$ cat src/sss_pkg.sv
// sss_pkg: register map, field positions and reset values for the
// select-line serial channel; assumes a 16-bit plain register port
package sss_pkg;
  localparam logic [3:0] ADDR_TX_BUFFER = 4'h0;
  localparam logic [3:0] ADDR_RX_BUFFER = 4'h1;
  localparam logic [3:0] ADDR_BIT_RATE  = 4'h2;
  localparam logic [3:0] ADDR_MODE      = 4'h3;
  localparam logic [3:0] ADDR_CTRL0     = 4'h4;
  localparam logic [3:0] ADDR_CTRL1     = 4'h5;
  localparam logic [3:0] ADDR_SMR3      = 4'h6;
  localparam logic [3:0] ADDR_PRESCALE  = 4'h7;
  // mode register
  localparam int MODE_CLKSRC_BIT = 3;
  // control 0
  localparam int C0_CLKSEL_LO    = 0;
  localparam int C0_TXEPT_BIT    = 3;
  localparam int C0_POL_BIT      = 6;
  localparam int C0_ORDER_BIT    = 7;
  // control 1
  localparam int C1_TE_BIT       = 0;
  localparam int C1_TI_BIT       = 1;
  localparam int C1_RE_BIT       = 2;
  localparam int C1_RI_BIT       = 3;
  localparam int C1_IRS_BIT      = 4;
  localparam int C1_RRM_BIT      = 5;
  // special mode 3
  localparam int S3_SSE_BIT      = 0;
  localparam int S3_PH_BIT       = 1;
  localparam int S3_MS_BIT       = 3;
  localparam int S3_ERR_BIT      = 4;
  // rx buffer upper byte
  localparam int RB_OER_BIT      = 12;
  localparam int FRAME_BITS      = 8;
  localparam int OVR_BIT_INDEX   = 6;
  localparam logic [7:0] RESET_BYTE = 8'h00;
  localparam logic [3:0] BIT_CNT_W  = 4'h0;
endpackage

$ cat src/sss_core.sv
// sss_core: select-line synchronous serial channel, master or slave
// assumes a 16-bit register port; select and clock pins sampled through synchronisers, data_in sampled directly
`timescale 1ns/10ps
module sss_core
  import sss_pkg::*;
(
  input  wire logic        clk,
  input  wire logic        resetn,
  input  wire logic [3:0]  reg_addr,
  input  wire logic [15:0] reg_wdata,
  input  wire logic        reg_write,
  input  wire logic        reg_read,
  output logic [15:0]      reg_rdata,
  input  wire logic        select_input_n,
  input  wire logic        serial_clock_pin_in,
  output logic             serial_clock_pin_out,
  output logic             serial_clock_pin_oe,
  output logic             data_out,
  output logic             data_out_oe,
  input  wire logic        data_in,
  output logic             tx_irq,
  output logic             rx_irq
);
  typedef enum logic [2:0] {
    ST_IDLE  = 3'b001,
    ST_SHIFT = 3'b010,
    ST_DONE  = 3'b100
  } sss_state_t;
  typedef struct packed {
    sss_state_t  state;
    logic [7:0]  tx_buf;
    logic        tx_empty;
    logic [7:0]  tx_sh;
    logic [7:0]  rx_sh;
    logic [7:0]  rx_buf;
    logic        rx_full;
    logic        ovr;
    logic [3:0]  bit_cnt;
    logic        sclk;
    logic        dout;
    logic        dout_oe;
    logic        sclk_oe;
    logic        fault;
    logic        rx_armed;
    logic        sel_q;
    logic        ck_q;
    logic [7:0]  brg;
    logic [7:0]  mode;
    logic [7:0]  c0;
    logic [5:0]  c1;
    logic [3:0]  s3;
    logic [3:0]  pre;
    logic        txi;
    logic        rxi;
    logic [15:0] rdata;
  } sss_core_t;
  sss_core_t st_reg, st_next;
  logic sel_n_s;
  logic ck_s;
  logic half_tick;
  logic slave;
  logic select_line_function_on;
  logic pol;
  logic ph;
  logic lsb;
  logic te;
  logic re;
  logic load_ok;
  logic sel_act;
  logic edge_lead;
  logic edge_trail;
  logic nxt_bit;
  sss_sync #(.W(1)) u_sel_sync (
    .clk     (clk),
    .resetn  (resetn),
    .d       (select_input_n),
    .rst_val (1'b1),
    .q       (sel_n_s)
  );
  sss_sync #(.W(1)) u_ck_sync (
    .clk     (clk),
    .resetn  (resetn),
    .d       (serial_clock_pin_in),
    .rst_val (1'b1),
    .q       (ck_s)
  );
  assign slave = st_reg.s3[S3_MS_BIT];
  assign select_line_function_on   = st_reg.s3[S3_SSE_BIT];
  assign pol   = st_reg.c0[C0_POL_BIT];
  assign ph    = st_reg.s3[S3_PH_BIT];
  assign lsb   = st_reg.c0[C0_ORDER_BIT];
  assign te    = st_reg.c1[C1_TE_BIT];
  assign re    = st_reg.c1[C1_RE_BIT];
  sss_divider u_div (
    .clk                   (clk),
    .resetn                (resetn),
    .run                   (st_reg.state == ST_SHIFT && !slave),
    .src_sel               (st_reg.c0[C0_CLKSEL_LO +: 2]),
    .prescale_divide_field (st_reg.pre),
    .bit_rate_divider      (st_reg.brg),
    .half_tick             (half_tick)
  );
  always_comb begin
    st_next = st_reg;
    st_next.txi = 1'b0;
    st_next.rxi = 1'b0;
    st_next.sel_q = sel_n_s;
    st_next.ck_q = ck_s;
    st_next.rdata = 16'h0000;
    load_ok = te && !st_reg.tx_empty;
    // with the select function on, slave sees clock only with select low; master loses bus on low
    sel_act = !select_line_function_on || (slave ? !sel_n_s : sel_n_s);
    edge_lead = 1'b0;
    edge_trail = 1'b0;
    if (slave) begin
      if (!select_line_function_on || !sel_n_s) begin
        // leading edge is the drive edge: falling for pol 0
        edge_lead  = (st_reg.ck_q != ck_s) && (ck_s == pol);
        edge_trail = (st_reg.ck_q != ck_s) && (ck_s != pol);
      end
    end else if (half_tick) begin
      edge_lead  = (st_reg.sclk != pol);
      edge_trail = (st_reg.sclk == pol);
    end
    nxt_bit = lsb ? st_reg.tx_sh[1] : st_reg.tx_sh[6];
    // register port
    if (reg_write) begin
      case (reg_addr)
        ADDR_TX_BUFFER: begin
          st_next.tx_buf = reg_wdata[7:0];
          st_next.tx_empty = 1'b0;
        end
        ADDR_BIT_RATE: st_next.brg = reg_wdata[7:0];
        ADDR_MODE:     st_next.mode = reg_wdata[7:0];
        ADDR_CTRL0:    st_next.c0 = reg_wdata[7:0];
        ADDR_CTRL1: begin
          st_next.c1[C1_TE_BIT]  = reg_wdata[C1_TE_BIT];
          st_next.c1[C1_RE_BIT]  = reg_wdata[C1_RE_BIT];
          st_next.c1[C1_IRS_BIT] = reg_wdata[C1_IRS_BIT];
          st_next.c1[C1_RRM_BIT] = reg_wdata[C1_RRM_BIT];
        end
        ADDR_SMR3: begin
          st_next.s3 = reg_wdata[3:0];
          // fault clears only while select is high
          if (!reg_wdata[S3_ERR_BIT] && sel_n_s)
            st_next.fault = 1'b0;
        end
        ADDR_PRESCALE: st_next.pre = reg_wdata[3:0];
        default: ;
      endcase
    end
    if (reg_read) begin
      case (reg_addr)
        ADDR_RX_BUFFER: begin
          st_next.rdata = {3'h0, st_reg.ovr, 4'h0, st_reg.rx_buf};
          st_next.rx_full = 1'b0;
          st_next.ovr = 1'b0;
          if (st_reg.c1[C1_RRM_BIT])
            st_next.rx_armed = 1'b1;
        end
        ADDR_BIT_RATE: st_next.rdata = 16'h0000;
        ADDR_MODE:     st_next.rdata = {8'h00, st_reg.mode};
        ADDR_CTRL0: begin
          st_next.rdata = {8'h00, st_reg.c0};
          st_next.rdata[C0_TXEPT_BIT] = (st_reg.state == ST_IDLE);
        end
        ADDR_CTRL1: begin
          st_next.rdata = {10'h000, st_reg.c1};
          st_next.rdata[C1_TI_BIT] = st_reg.tx_empty;
          st_next.rdata[C1_RI_BIT] = st_reg.rx_full;
        end
        ADDR_SMR3: st_next.rdata = {11'h000, st_reg.fault, st_reg.s3};
        ADDR_PRESCALE: st_next.rdata = {12'h000, st_reg.pre};
        default: st_next.rdata = 16'h0000;
      endcase
    end
    // select line: master fault and pin enables
    if (select_line_function_on && !slave && !sel_n_s)
      st_next.fault = 1'b1;
    st_next.sclk_oe = !slave && !st_next.fault;
    if (slave)
      st_next.dout_oe = !select_line_function_on || !sel_n_s;
    else
      st_next.dout_oe = !st_next.fault;
    case (st_reg.state)
      ST_IDLE: begin
        // clock rests away from the drive level: high for polarity 0
        st_next.sclk = !pol;
        st_next.bit_cnt = 4'h0;
        if (load_ok && sel_act && (!slave || ck_s == !pol)) begin
          st_next.state = ST_SHIFT;
          st_next.tx_sh = st_reg.tx_buf;
          // a buffer write in the same cycle keeps the new word pending
          if (!(reg_write && reg_addr == ADDR_TX_BUFFER))
            st_next.tx_empty = 1'b1;
          st_next.rx_armed = re;
          st_next.txi = !st_reg.c1[C1_IRS_BIT];
          // phase 1: first bit presented at start, no clock delay
          st_next.dout = lsb ? st_reg.tx_buf[0] : st_reg.tx_buf[7];
        end else if (st_reg.rx_armed && re && te && sel_act && slave) begin
          // continuous receive: shift out the last frame again
          st_next.state = ST_SHIFT;
          st_next.tx_sh = st_reg.tx_buf;
        end
      end
      ST_SHIFT: begin
        if (!slave && half_tick)
          st_next.sclk = !st_reg.sclk;
        if (!slave && select_line_function_on && !sel_n_s) begin
          st_next.state = ST_IDLE;
        end else if (edge_lead && (ph ? st_reg.bit_cnt != 4'h0 : 1'b1)) begin
          // phase 0 drives on every leading edge
          if (ph)
            st_next.dout = nxt_bit;
          else
            st_next.dout = lsb ? st_reg.tx_sh[0] : st_reg.tx_sh[7];
          if (ph)
            st_next.tx_sh = lsb ? {1'b0, st_reg.tx_sh[7:1]}
                                : {st_reg.tx_sh[6:0], 1'b0};
        end else if (edge_trail) begin
          st_next.rx_sh = lsb ? {data_in, st_reg.rx_sh[7:1]}
                              : {st_reg.rx_sh[6:0], data_in};
          if (!ph)
            st_next.tx_sh = lsb ? {1'b0, st_reg.tx_sh[7:1]}
                                : {st_reg.tx_sh[6:0], 1'b0};
          st_next.bit_cnt = st_reg.bit_cnt + 4'h1;
          if (st_reg.bit_cnt == 4'(OVR_BIT_INDEX) && st_reg.rx_full
              && st_reg.rx_armed)
            st_next.ovr = 1'b1;
          if (st_reg.bit_cnt == 4'(FRAME_BITS - 1))
            st_next.state = ST_DONE;
        end
      end
      ST_DONE: begin
        st_next.state = ST_IDLE;
        st_next.sclk = !pol;
        st_next.txi = st_reg.c1[C1_IRS_BIT];
        if (st_reg.rx_armed) begin
          st_next.rx_buf = st_reg.rx_sh;
          if (!st_reg.ovr) begin
            st_next.rx_full = 1'b1;
            st_next.rxi = 1'b1;
          end
          st_next.rx_armed = st_reg.c1[C1_RRM_BIT];
        end
      end
      default: st_next.state = ST_IDLE;
    endcase
  end
  always_ff @(posedge clk or negedge resetn) begin
    if (!resetn) begin
      st_reg <= '0;
      st_reg.state <= ST_IDLE;
      st_reg.tx_empty <= 1'b1;
      st_reg.sel_q <= 1'b1;
      st_reg.ck_q <= 1'b1;
      st_reg.sclk <= 1'b1;
    end else begin
      st_reg <= st_next;
    end
  end
  assign reg_rdata            = st_reg.rdata;
  assign serial_clock_pin_out = st_reg.sclk;
  assign serial_clock_pin_oe  = st_reg.sclk_oe;
  assign data_out             = st_reg.dout;
  assign data_out_oe          = st_reg.dout_oe;
  assign tx_irq               = st_reg.txi;
  assign rx_irq               = st_reg.rxi;
  property p_fault_set;
    @(posedge clk) disable iff (!resetn)
      (select_line_function_on && !slave && !sel_n_s) |=> st_reg.fault;
  endproperty
  a_fault_set: assert property (p_fault_set)
    else $error("fault flag not set on select low");
  property p_fault_float;
    @(posedge clk) disable iff (!resetn)
      (st_reg.fault && !slave && !$past(slave)) |->
        !serial_clock_pin_oe && !data_out_oe;
  endproperty
  a_fault_float: assert property (p_fault_float)
    else $error("pins driven during fault");
  property p_slave_float;
    @(posedge clk) disable iff (!resetn)
      (slave && select_line_function_on && sel_n_s) |=> !data_out_oe;
  endproperty
  a_slave_float: assert property (p_slave_float)
    else $error("slave drives with select high");
  property p_start;
    @(posedge clk) disable iff (!resetn)
      (st_reg.state == ST_IDLE && st_next.state == ST_SHIFT) |->
        te && (!st_reg.tx_empty || st_reg.rx_armed);
  endproperty
  a_start: assert property (p_start)
    else $error("transfer started without tx enable");
  property p_frame;
    @(posedge clk) disable iff (!resetn)
      (st_reg.state == ST_DONE) |-> $past(st_reg.bit_cnt) == 4'h7;
  endproperty
  a_frame: assert property (p_frame)
    else $error("frame not eight bits");
  property p_rxirq;
    @(posedge clk) disable iff (!resetn)
      rx_irq |-> st_reg.rx_full && !st_reg.ovr;
  endproperty
  a_rxirq: assert property (p_rxirq)
    else $error("rx request without complete flag");
  property p_txirq;
    @(posedge clk) disable iff (!resetn)
      (tx_irq && $past(st_reg.c1[C1_IRS_BIT])) |->
        $past(st_reg.state) == ST_DONE;
  endproperty
  a_txirq: assert property (p_txirq)
    else $error("tx request not at shift end");
  property p_master_clk;
    @(posedge clk) disable iff (!resetn)
      (slave) |=> !serial_clock_pin_oe;
  endproperty
  a_master_clk: assert property (p_master_clk)
    else $error("slave drives clock pin");
  c_frame: cover property (@(posedge clk) st_reg.state == ST_DONE);
  c_fault: cover property (@(posedge clk) st_reg.fault);
  c_ovr:   cover property (@(posedge clk) st_reg.ovr);
endmodule // sss_core

$ cat src/sss_divider.sv
// sss_divider: count source select, 2n prescaler and bit rate divider
// assumes clk is the system clock; emits a one-cycle tick per half period
`timescale 1ns/10ps
module sss_divider
  import sss_pkg::*;
(
  input  wire logic       clk,
  input  wire logic       resetn,
  input  wire logic       run,
  input  wire logic [1:0] src_sel,
  input  wire logic [3:0] prescale_divide_field,
  input  wire logic [7:0] bit_rate_divider,
  output logic            half_tick
);
  typedef struct packed {
    logic [6:0] pre_cnt;
    logic [7:0] brg_cnt;
    logic       tick;
  } sss_div_t;
  sss_div_t st_reg, st_next;
  logic [6:0] pre_lim;
  logic       src_tick;
  always_comb begin
    pre_lim = 7'h00;
    case (src_sel)
      2'h0:    pre_lim = 7'h00;
      2'h1:    pre_lim = 7'h07;
      default: pre_lim = (prescale_divide_field == 4'h0) ? 7'h00 :
                 7'({prescale_divide_field, 1'b0} - 5'h01);
    endcase
    src_tick = (st_reg.pre_cnt >= pre_lim);
    st_next = st_reg;
    st_next.tick = 1'b0;
    if (!run) begin
      st_next.pre_cnt = 7'h00;
      st_next.brg_cnt = 8'h00;
    end else if (src_tick) begin
      st_next.pre_cnt = 7'h00;
      // divide by 2(m+1): m+1 source ticks per half period
      if (st_reg.brg_cnt >= bit_rate_divider) begin
        st_next.brg_cnt = 8'h00;
        st_next.tick = 1'b1;
      end else begin
        st_next.brg_cnt = st_reg.brg_cnt + 8'h01;
      end
    end else begin
      st_next.pre_cnt = st_reg.pre_cnt + 7'h01;
    end
  end
  always_ff @(posedge clk or negedge resetn) begin
    if (!resetn) begin
      st_reg <= '0;
    end else begin
      st_reg <= st_next;
    end
  end
  assign half_tick = st_reg.tick;
endmodule // sss_divider

$ cat src/sss_sync.sv
// sss_sync: two-stage synchroniser for pin levels
// assumes inputs may be asynchronous to clk
`timescale 1ns/10ps
module sss_sync #(
  parameter int W = 1
) (
  input  wire logic         clk,
  input  wire logic         resetn,
  input  wire logic [W-1:0] d,
  input  wire logic [W-1:0] rst_val,
  output logic [W-1:0]      q
);
  typedef struct packed {
    logic [W-1:0] s1;
    logic [W-1:0] s2;
  } sss_syn_t;
  sss_syn_t st_reg, st_next;
  always_comb begin
    st_next.s1 = d;
    st_next.s2 = st_reg.s1;
  end
  always_ff @(posedge clk or negedge resetn) begin
    if (!resetn) begin
      st_reg <= '1;
    end else begin
      st_reg <= st_next;
    end
  end
  assign q = st_reg.s2;
endmodule // sss_sync

$ cat config.mk
export PLATFORM = sky130hd
export DESIGN_NAME = sss_core
export DESIGN_NICKNAME = d
export VERILOG_FILES = /design/src/sss_pkg.sv /design/src/sss_core.sv /design/src/sss_divider.sv /design/src/sss_sync.sv
export SDC_FILE = /design/constraint.sdc
export NUM_CORES = 1
export LEC_CHECK = 0
export BUFFER_PORTS_ARGS = -buffer_cell sky130_fd_sc_hd__buf_2
export CAP_MARGIN = 15
export CORE_MARGIN = 2
export CORE_UTILIZATION = 60
export CTS_BUF_LIST = sky130_fd_sc_hd__clkbuf_16
export CTS_CLUSTER_SIZE = 12
export DETAILED_ROUTE_END_ITERATION = 10
export HOLD_SLACK_MARGIN = 0.05
export PLACE_DENSITY = 0.8
export SLEW_MARGIN = 20
export SYNTH_ARGS = -nofsm -noshare
export SYNTH_HDL_FRONTEND = slang
export SYNTH_SLANG_ARGS = --single-unit
$ cat constraint.sdc
create_clock -name clk -period 3.24 [get_ports clk]
set_clock_uncertainty 0.2 [all_clocks]
set_input_delay 0.648 -clock clk [delete_from_list [all_inputs] [get_ports clk]]
set_output_delay 0.648 -clock clk [all_outputs]
set_load 0.02 [all_outputs]
* Word-level counts from Yosys, hierarchy flattened
Cells that the tools add are included.
** Word-level totals
- Bits in registers :: 123
- Bits of input ports :: 27
- Output and inout bits :: 22
- Word-level logic and storage cells :: 203
** Cells by class
- $add $sub $neg :: 4
- Order comparisons :: 2
- Equal/unequal tests :: 33
- Mux-type cells :: 78
- Bitwise gates (word level) :: 2
- Reduce and logical (&&, ||, !) cells :: 52
** Operators with widths (count)
- 13-bit case mux with 6 select lines :: 1
- 8-bit 2-to-1 mux :: 9
- 1-bit 2-to-1 mux :: 42
- 16-bit 2-to-1 mux :: 2
- 4-bit by 3-bit == test with 1-bit output (second input constant) :: 6
- 1-bit logical AND :: 19
- 3-bit 2-to-1 mux :: 6
- 2-bit AND reduction :: 9
- 8-bit case mux with 2 select lines :: 1
- 4-bit AND reduction :: 4
- 15-bit 2-to-1 mux :: 1
- 5-bit 2-to-1 mux :: 3
- 7-bit 2-to-1 mux :: 2
- 7-bit case mux with 2 select lines :: 1
- 13-bit 2-to-1 mux :: 1
- 1-bit zero test :: 9
- 9-bit 2-to-1 mux :: 1
- 3-bit by 2-bit inequality test with 1-bit output (second input constant) :: 3
- 8-bit by 1-bit adder with 8-bit output (second input constant) :: 1
- 4-bit by 2-bit == test with 1-bit output (second input constant) :: 2
- 8-bit >= comparator :: 1
- 4-bit zero test :: 2
- 2-bit inequality test (second input constant) :: 4
- 1-bit case mux with 2 select lines :: 4
- other kinds (24) :: 37

* Depth between registers and ports, before layout
Gate-level depths: netlist of the first run.
- Word-level depth :: 8
- Gate-level depth with buffers :: 11
- Gate-level depth less buffers :: 11

* By module
Synthesis of the first run repeated with hierarchy kept, for this count alone.
** Second synthesis, totals
- Cells, all modules :: 553
- Area, all modules :: 6057.1 µm²
** By module, submodules not included
- sss_core :: instances 1, cells each 411, area an instance 4737.0 µm², sequential area each 2382.3 µm²
- sss_divider :: instances 1, cells each 138, area an instance 1214.9 µm², sequential area each 400.4 µm²
- sss_sync :: instances 2, cells each 2, area an instance 52.6 µm², sequential area each 52.6 µm²

* Worst setup path before layout of the first run
OpenSTA, ideal clock, no wires.
- Path type :: flip-flop to flip-flop
- From :: register st_reg[19] in the netlist's numbering
- To :: register u_div.st_reg[2] in the netlist's numbering
- Arrival time :: 2454 ps
- Data required time :: 2956 ps
- Setup slack :: 502 ps
- Cell stages (with the launch flop) :: 12
- Path buffers :: 0
- Cells stage by stage :: dfrtp_1 > nor3_1 > nand3b_1 > o21ai_0 > inv_1 > ha_1 > nand2b_1 > a211oi_1 > o21bai_1 > a221oi_2 > nand2_1 > o22ai_1
** On the way
- Cells in the longest elaborated chain, start to end :: 5
** Ends and longest elaborated chain
- start: declaration :: line sss_core.sv:57 : sss_core_t st_reg, st_next;
- start signal: assignment :: line sss_core.sv:259 : st_reg <= st_next;
- 5-bit by 1-bit subtractor with 6-bit output or 4-bit zero test (tied branches) :: line sss_divider.sv:29, sss_divider.sv:28
- 7-bit 2-to-1 mux * :: line sss_divider.sv:28 : default: pre_lim = (prescale_divide_field == 4'h0) ? 7'h00 :
- 7-bit case mux with 2 select lines * :: line sss_divider.sv:25 : case (src_sel)
- 7-bit >= comparator * :: line sss_divider.sv:31 : src_tick = (st_reg.pre_cnt >= pre_lim);
- 2-bit inequality test (no source line) *
- end signal: assignment :: line sss_divider.sv:54 : st_reg <= st_next;
- end: declaration :: line sss_divider.sv:20 : sss_div_t st_reg, st_next;
Every way passes the cells marked *; elsewhere a longest branch is shown, timed or not.
A chain may end at the register's enable or synchronous reset.

* Worst setup path after layout of the first run
- From :: register st_reg[19] in the netlist's numbering
- To :: register u_div.st_reg[3] in the netlist's numbering
The elaborated chain is that of the path after synthesis.

==> results.py, run 1 <==
metrics = {
    "hold_path": {
        "min_path_type": "input port to async pin",
    },
    "timing": {
        "setup_viol": 0,
        "relSlewSlack_pct": 53.84,
        "max_slew.worst_pin.slew_ns": 0.6909,
        "setup_slack_ns": 0.2361,
        "period_share_pct": 92.71,
        "hold_viol_final": 0,
        "fmax_mhz": 332.9,
        "slew_violations": 0,
        "period_needed_ns": 3.004,
    },
    "critical_path": {
        "r2r_slack_ns": 0.24,
        "crit_required_ns": 3.33,
        "critical_path_class": "flip-flop to flip-flop",
        "worst_setup_path_start_kind": "flip-flop",
        "timing.rr.end": "u_div.st_reg[3]",
        "worstPathArrival_ns": 3.09,
        "end_kind": "flip-flop",
        "cp_max_fo": 7,
        "r2r_start": "st_reg[19]",
        "r2r_cells": 12,
    },
    "layout": {
        "final_layout_size_suffix_gt1_share_pct": 27.23,
        "final_cells": 717,
        "final_core_util_pct": 69.43,
        "seq_area_mm2": 0.002888,
        "nFillCells": 706,
        "nNetsFinal": 618,
        "final_design_area_no_fill_mm2": 0.006724,
        "multi_input_area_mm2": 0.002799,
        "largest_register_ffs": 74,
        "num_antenna_cells": 0,
        "area_delta_synth_final_pct": 12.92,
    },
    "place": {
        "globalplace.congestion": 0.8710,
        "place_area_mm2": 0.006175,
        "pre_cts_slack_ns": 0.2716,
        "port_buffers": 33,
        "hpwl_mm": 8.734,
        "dp.cells": 685,
    },
    "detailed_routing": {
        "via_per_inst": 5.923,
        "wl_per_cell_um": 17.81,
        "vias": 4247,
        "drt_iter0_drc": 307,
        "drt_wl_total_mm": 12.77,
        "route.detailed.drc": 0,
        "dr.pass1.iters": 5,
        "antenna_left": 0,
    },
    "synthesis": {
        "synthMuxAreaShare_pct": 16.45,
        "synth-simple-area-share_pct": 12.65,
        "synth-compound-area-share_pct": 11.58,
        "ys_types": 60,
        "synth_cells": 538,
        "ys_seq_area_share_pct": 48.50,
        "synth_seq_cells": 115,
        "synth_top_family_by_area": "multiplexers",
        "synth_area_mm2": 0.005954,
        "synthXorXnorAreaFrac_pct": 1.471,
        "syn_area_per_cell_um2": 11.07,
        "synthFlopType": "dfrtp_1",
        "synth_edf_count": 0,
        "ys_warn_count": 0,
        "synthAdderAreaFrac_pct": 4.203,
        "synthArstFlopShare_pct": 100.0,
    },
    "clock_tree": {
        "clockBufferDepth": 2,
        "clk_pin_slew_worst_paths_ns": 0.06,
        "clock-sinks": 115,
        "cts_hold_buf": 0,
        "clockRootBuffer": "clkbuf_16",
        "tritoncts": "yes",
        "htree_levels": 4,
        "cts_buffers": 17,
        "clk_latency_ns": 0.41,
    },
    "power": {
        "power_frac_comb_pct": 21.7,
        "intPower_mw": 3.274,
        "p_switching_mw": 1.461,
        "powerDensity_mw_per_mm2": 704.1,
        "power_frac_seq_pct": 42.3,
        "ir_worst_vdd_v": 0.0006275,
        "p_leak_nw": 3.147,
        "power.clock.fraction_pct": 36.0,
        "p_sw_share_pct": 30.86,
        "totalPowerFinal_mw": 4.734,
    },
    "die": {
        "coreArea_mm2": 0.009684,
        "die_area_mm2": 0.01074,
        "start_util_pct": 61.49,
        "rows": 36,
        "num_io_pins": 49,
        "die-width_um": 103.6,
        "fp.dieH_um": 103.6,
    },
    "global_route": {
        "grt_max_degree": 53,
        "track_usage_pct": 25.60,
        "grt_pass1_wl_mm": 21.53,
        "overflow": 0,
        "antenna_found_initial": 0,
        "first_global_vias": 4350,
    },
    "flow_run": {
        "max_cap_viol_count": 0,
    },
    "run_status": {
        "status": "finished clean",
    },
}
## metrics by stage
stage	hold slack, ns	TNS [ns]
2_1_floorplan	0.1452	0
5_1_grt	0.1216	-0.01432
3_5_place_dp	0.1493	0
3_3_place_gp	0.1500	0
4_1_cts	0.09891	0
6_report	0.07428	0
## cells by family (layout without fill, tap and decap cells)
logic type / after synthesis / after routing
and+or+nand+nor: 149 / 149
adders and majority gates: 20 / 20
buffers and inverters: 56 / 95
other: 2 / 9
xor gates and xnor gates: 10 / 10
DFF: 115 / 115
AOI/OAI and AO/OA: 98 / 98
muxes: 88 / 88
## power groups by stage
stage / Sequential [mW] / Clock, mW / Combinational, mW
6_report: 2.00 / 1.70 / 1.03
5_1_grt: 2.04 / 1.81 / 1.14
4_1_cts: 1.99 / 1.72 / 1.03
3_5_place_dp: 2.01 / 0 / 1.01
3_3_place_gp: 1.99 / 0 / 0.966
2_1_floorplan: 1.92 / 0 / 0.828
## what timing repair did
item,CTS,global route
setup buffers,0,0
gates resized for setup,0,1
endpoints found under the setup margin,0,5
## metal layers
layer | wire length (µm) | track usage [%] | up-vias
li1 | - | - | 1971
met1 | 5416 | 32.14 | 2125
met2 | 6454 | 42.72 | 126
met3 | 672 | 7.489 | 25
met4 | 225 | 8.687 | 0
met5 | 0 | 0 | -
## cell usage in the layout (no fill, tap or decap), types with 4 or more instances in the layout
cell and instances:
dfstp_2 8, o22ai_1 5, nor2_1 34, nand2b_1 7, xnor2_1 6, nand3b_1 6, a21o_1 6, o21ai_0 27
conb_1 9, nand3_1 9, inv_1 22, nor3b_1 6, buf_2 32, clkbuf_16 17, buf_4 9, nand2_1 43
o41ai_1 4, dfrtp_1 107, ha_1 20, mux2i_1 21, a22oi_1 6, a21oi_1 20, mux2_2 65, nor2b_1 11
a32oi_1 6, and3_1 15, xor2_1 4
## area by class of cell
| type | count | area share, % |
|---|---|---|
| clock inverter | 15 | 1.768 |
| tap | 133 | 2.475 |
| timing repair buffer | 42 | 3.684 |
| multi-input combinational | 374 | 41.63 |
| sequential | 115 | 42.95 |
| inverter | 21 | 1.172 |
| clock buffer | 17 | 6.327 |
## Yosys cell counts (all sizes together) (7+ instances only)
library cell	count	area share [%]
nand3	9	0.76
and3	15	1.6
o21ai	29	2.4
buf	27	3.2
a21oi	21	2.0
inv	21	1.3
mux2i	21	3.5
mux2	66	13
clkbuf	8	0.50
nor2b	11	1.2
nand2b	7	0.74
nand2	43	2.7
ha	20	4.2
nor2	35	2.3
dfrtp	107	45
dfstp	8	3.5
## worst max-delay path: stages, from the launching register on
cell      delay, ns
dfrtp_1        0.43
nor3_2         0.25
nand3b_1       0.12
o21ai_0        0.10
inv_1          0.11
ha_1           0.27
nand2b_1       0.13
a211oi_1       0.23
o21bai_1       0.12
a221oi_2       0.35
buf_4          0.21
nand2b_1       0.23
o21ai_0        0.13
## how the worst max path moves through the flow
stage          slack, ns         endpoint       start  cells after the start
4_1_cts             0.21  u_div.st_reg[3]  st_reg[19]                     12
5_1_grt            -0.01  u_div.st_reg[3]  st_reg[19]                     12
3_3_place_gp        0.39  u_div.st_reg[3]  st_reg[19]                     12
6_report            0.24  u_div.st_reg[3]  st_reg[19]                     12
2_1_floorplan       0.50  u_div.st_reg[2]  st_reg[19]                     11
3_5_place_dp        0.27  u_div.st_reg[3]  st_reg[19]                     12
(Power assumes the default switching activity.)
==> run 2, diff against run 1 <==
--- a/config.mk
+++ b/config.mk
@@ -8,12 +8,11 @@
 export BUFFER_PORTS_ARGS = -buffer_cell sky130_fd_sc_hd__buf_2
 export CAP_MARGIN = 15
 export CORE_MARGIN = 2
-export CORE_UTILIZATION = 60
+export CORE_UTILIZATION = 25
 export CTS_BUF_LIST = sky130_fd_sc_hd__clkbuf_16
 export CTS_CLUSTER_SIZE = 12
 export DETAILED_ROUTE_END_ITERATION = 10
 export HOLD_SLACK_MARGIN = 0.05
-export PLACE_DENSITY = 0.8
 export SLEW_MARGIN = 20
 export SYNTH_ARGS = -nofsm -noshare
 export SYNTH_HDL_FRONTEND = slang
==> run 2 against run 1 <==
Die area increased by 130%; wire length up 3.6%; critical path depth is the same.
==> results.py, run 2 (synthesis gave the netlist of run 1 again) <==
metrics = {
    "run_status": {
        "status": "finished clean",
    },
    "layout": {
        "final_common_cell": "dfrtp_1",
        "nFillCells": 2459,
        "seq_area_mm2": 0.002888,
        "final_core_util_pct": 29.91,
        "nNetsFinal": 618,
        "final_cells": 904,
        "multi_input_area_mm2": 0.002794,
        "area_delta_synth_final_pct": 17.57,
        "final_layout_size_suffix_gt1_share_pct": 27.05,
        "mostFrequentLayoutCells": "dfrtp_1 (107), mux2_2 (65), nand2_1 (43)",
        "largest_register_ffs": 74,
        "final_design_area_no_fill_mm2": 0.007000,
    },
    "clock_tree": {
        "cts_setup_buffers": 0,
        "clockBufferDepth": 2,
        "tritoncts": "yes",
        "clock-sinks": 115,
        "cts_resized": 0,
        "htree_levels": 4,
        "cts_buffers": 17,
        "clockRootBuffer": "clkbuf_16",
        "clk_pin_slew_worst_paths_ns": 0.06,
        "clk_latency_ns": 0.42,
        "cts_hold_buf": 0,
    },
    "detailed_routing": {
        "drt_wl_total_mm": 13.23,
        "drt_iter0_drc": 202,
        "dr.pass1.iters": 4,
        "route.detailed.drc": 0,
        "antenna_left": 0,
        "wl_per_cell_um": 14.63,
        "via_per_inst": 4.586,
        "vias": 4146,
    },
    "critical_path": {
        "r2r_slack_ns": 0.32,
        "end_kind": "flip-flop",
        "worst_setup_path_start_kind": "flip-flop",
        "cp_max_fo": 9,
        "critical_path_class": "flip-flop to flip-flop",
        "worstPathArrival_ns": 3.01,
        "crit_required_ns": 3.33,
    },
    "place": {
        "globalplace.congestion": 0.7703,
        "place_area_mm2": 0.006407,
        "port_buffers": 33,
        "hpwl_mm": 9.479,
        "dp.cells": 871,
    },
    "timing": {
        "relSlewSlack_pct": 45.61,
        "setup_viol": 0,
        "hold_viol_final": 0,
        "slew_violations": 0,
        "setup-tns-final_ns": 0,
        "period_needed_ns": 2.920,
        "grt_setup_unrepaired": "false",
        "fmax_mhz": 342.5,
        "max_slew.worst_pin.slew_ns": 0.8159,
        "period_share_pct": 90.11,
        "hold_ws_ns": 0.04126,
    },
    "power": {
        "intPower_mw": 3.429,
        "powerDensity_mw_per_mm2": 697.5,
        "power_frac_comb_pct": 20.7,
        "p_switching_mw": 1.454,
        "power_frac_seq_pct": 40.8,
        "power.clock.fraction_pct": 38.5,
        "p_sw_share_pct": 29.78,
        "ir_worst_vdd_v": 0.0003692,
        "p_leak_nw": 3.167,
    },
    "flow_run": {
        "max_cap_viol_count": 0,
    },
    "global_route": {
        "grt_pass1_wl_mm": 21.51,
        "first_global_vias": 4046,
        "track_usage_pct": 11.37,
        "overflow": 0,
        "grt_max_degree": 55,
        "antenna_found_initial": 1,
    },
    "die": {
        "die-width_um": 158.3,
        "fp.dieH_um": 158.3,
        "num_io_pins": 49,
        "start_util_pct": 25.44,
        "coreArea_mm2": 0.02340,
        "die_area_mm2": 0.02507,
        "rows": 56,
    },
    "hold_path": {
        "min_path_type": "input port to async pin",
    },
}
## run 2: cell count changes in the layout (fill, tap and decap cells not counted), sizes merged
cell    delta
bufinv     +2
clkinv     -3
diode      +1
inv        +1
## run 2: cell type report
| type | count | share of cell area [%] |
|---|---|---|
| clock inverters | 15 | 2.359 |
| diodes | 1 | 0.03575 |
| inverters | 21 | 1.126 |
| clock buffers | 17 | 6.077 |
| flip-flops and latches | 115 | 41.25 |
| multi-input cells | 374 | 39.91 |
| well taps | 319 | 5.702 |
| repair buffers | 42 | 3.539 |
## run 2: metrics by stage
stage          total power, mW  setup slack, ns
2_1_floorplan            2.747           0.5019
3_3_place_gp             3.010           0.4017
3_5_place_dp             3.033           0.3354
4_1_cts                  4.929           0.3094
5_1_grt                  5.147         0.006184
6_report                 4.883           0.3204
## run 2: path summary, 6_finish.rpt
| kind | startpoint | endpoint | cells after the start |
|---|---|---|---|
| max | st_reg[20] | u_div.st_reg[3] | 12 |
| min | resetn | st_reg[54] | 1 |
| max reg2reg | st_reg[20] | u_div.st_reg[3] | 12 |
| min reg2reg | u_sel_sync.st_next[0] | u_sel_sync.q | 0 |
| max in group asynchronous | resetn | u_ck_sync.st_next[0] | 2 |
| min in group clk | select_input_n | u_sel_sync.st_next[0] | 1 |
## run 2: routing by layer
metal	track usage [%]	wire, µm	up-vias
li1	-	-	1964
met1	14.58	6145	2068
met2	17.99	6312	91
met3	2.803	473	23
met4	5.448	295	0
met5	0	0	-
## run 2: critical path: stages, from the launching register on
cell and delay, ns:
dfrtp_1 0.41, nor3_1 0.32, nand3b_1 0.12, o21ai_0 0.08, inv_1 0.09, ha_1 0.27, nand2b_1 0.14, a211oi_1 0.22
o21bai_1 0.12, a221oi_2 0.27, buf_4 0.21, nand2b_1 0.23, o21ai_0 0.12
## run 2: power by group through the flow
| stage | Combinational, mW | Sequential (mW) | Clock [mW] |
|---|---|---|---|
| 3_3_place_gp | 1.00 | 2.01 | 0 |
| 6_report | 1.01 | 1.99 | 1.88 |
| 3_5_place_dp | 1.02 | 2.02 | 0 |
| 4_1_cts | 1.02 | 1.99 | 1.91 |
| 5_1_grt | 1.13 | 2.04 | 1.98 |
| 2_1_floorplan | 0.828 | 1.92 | 0 |
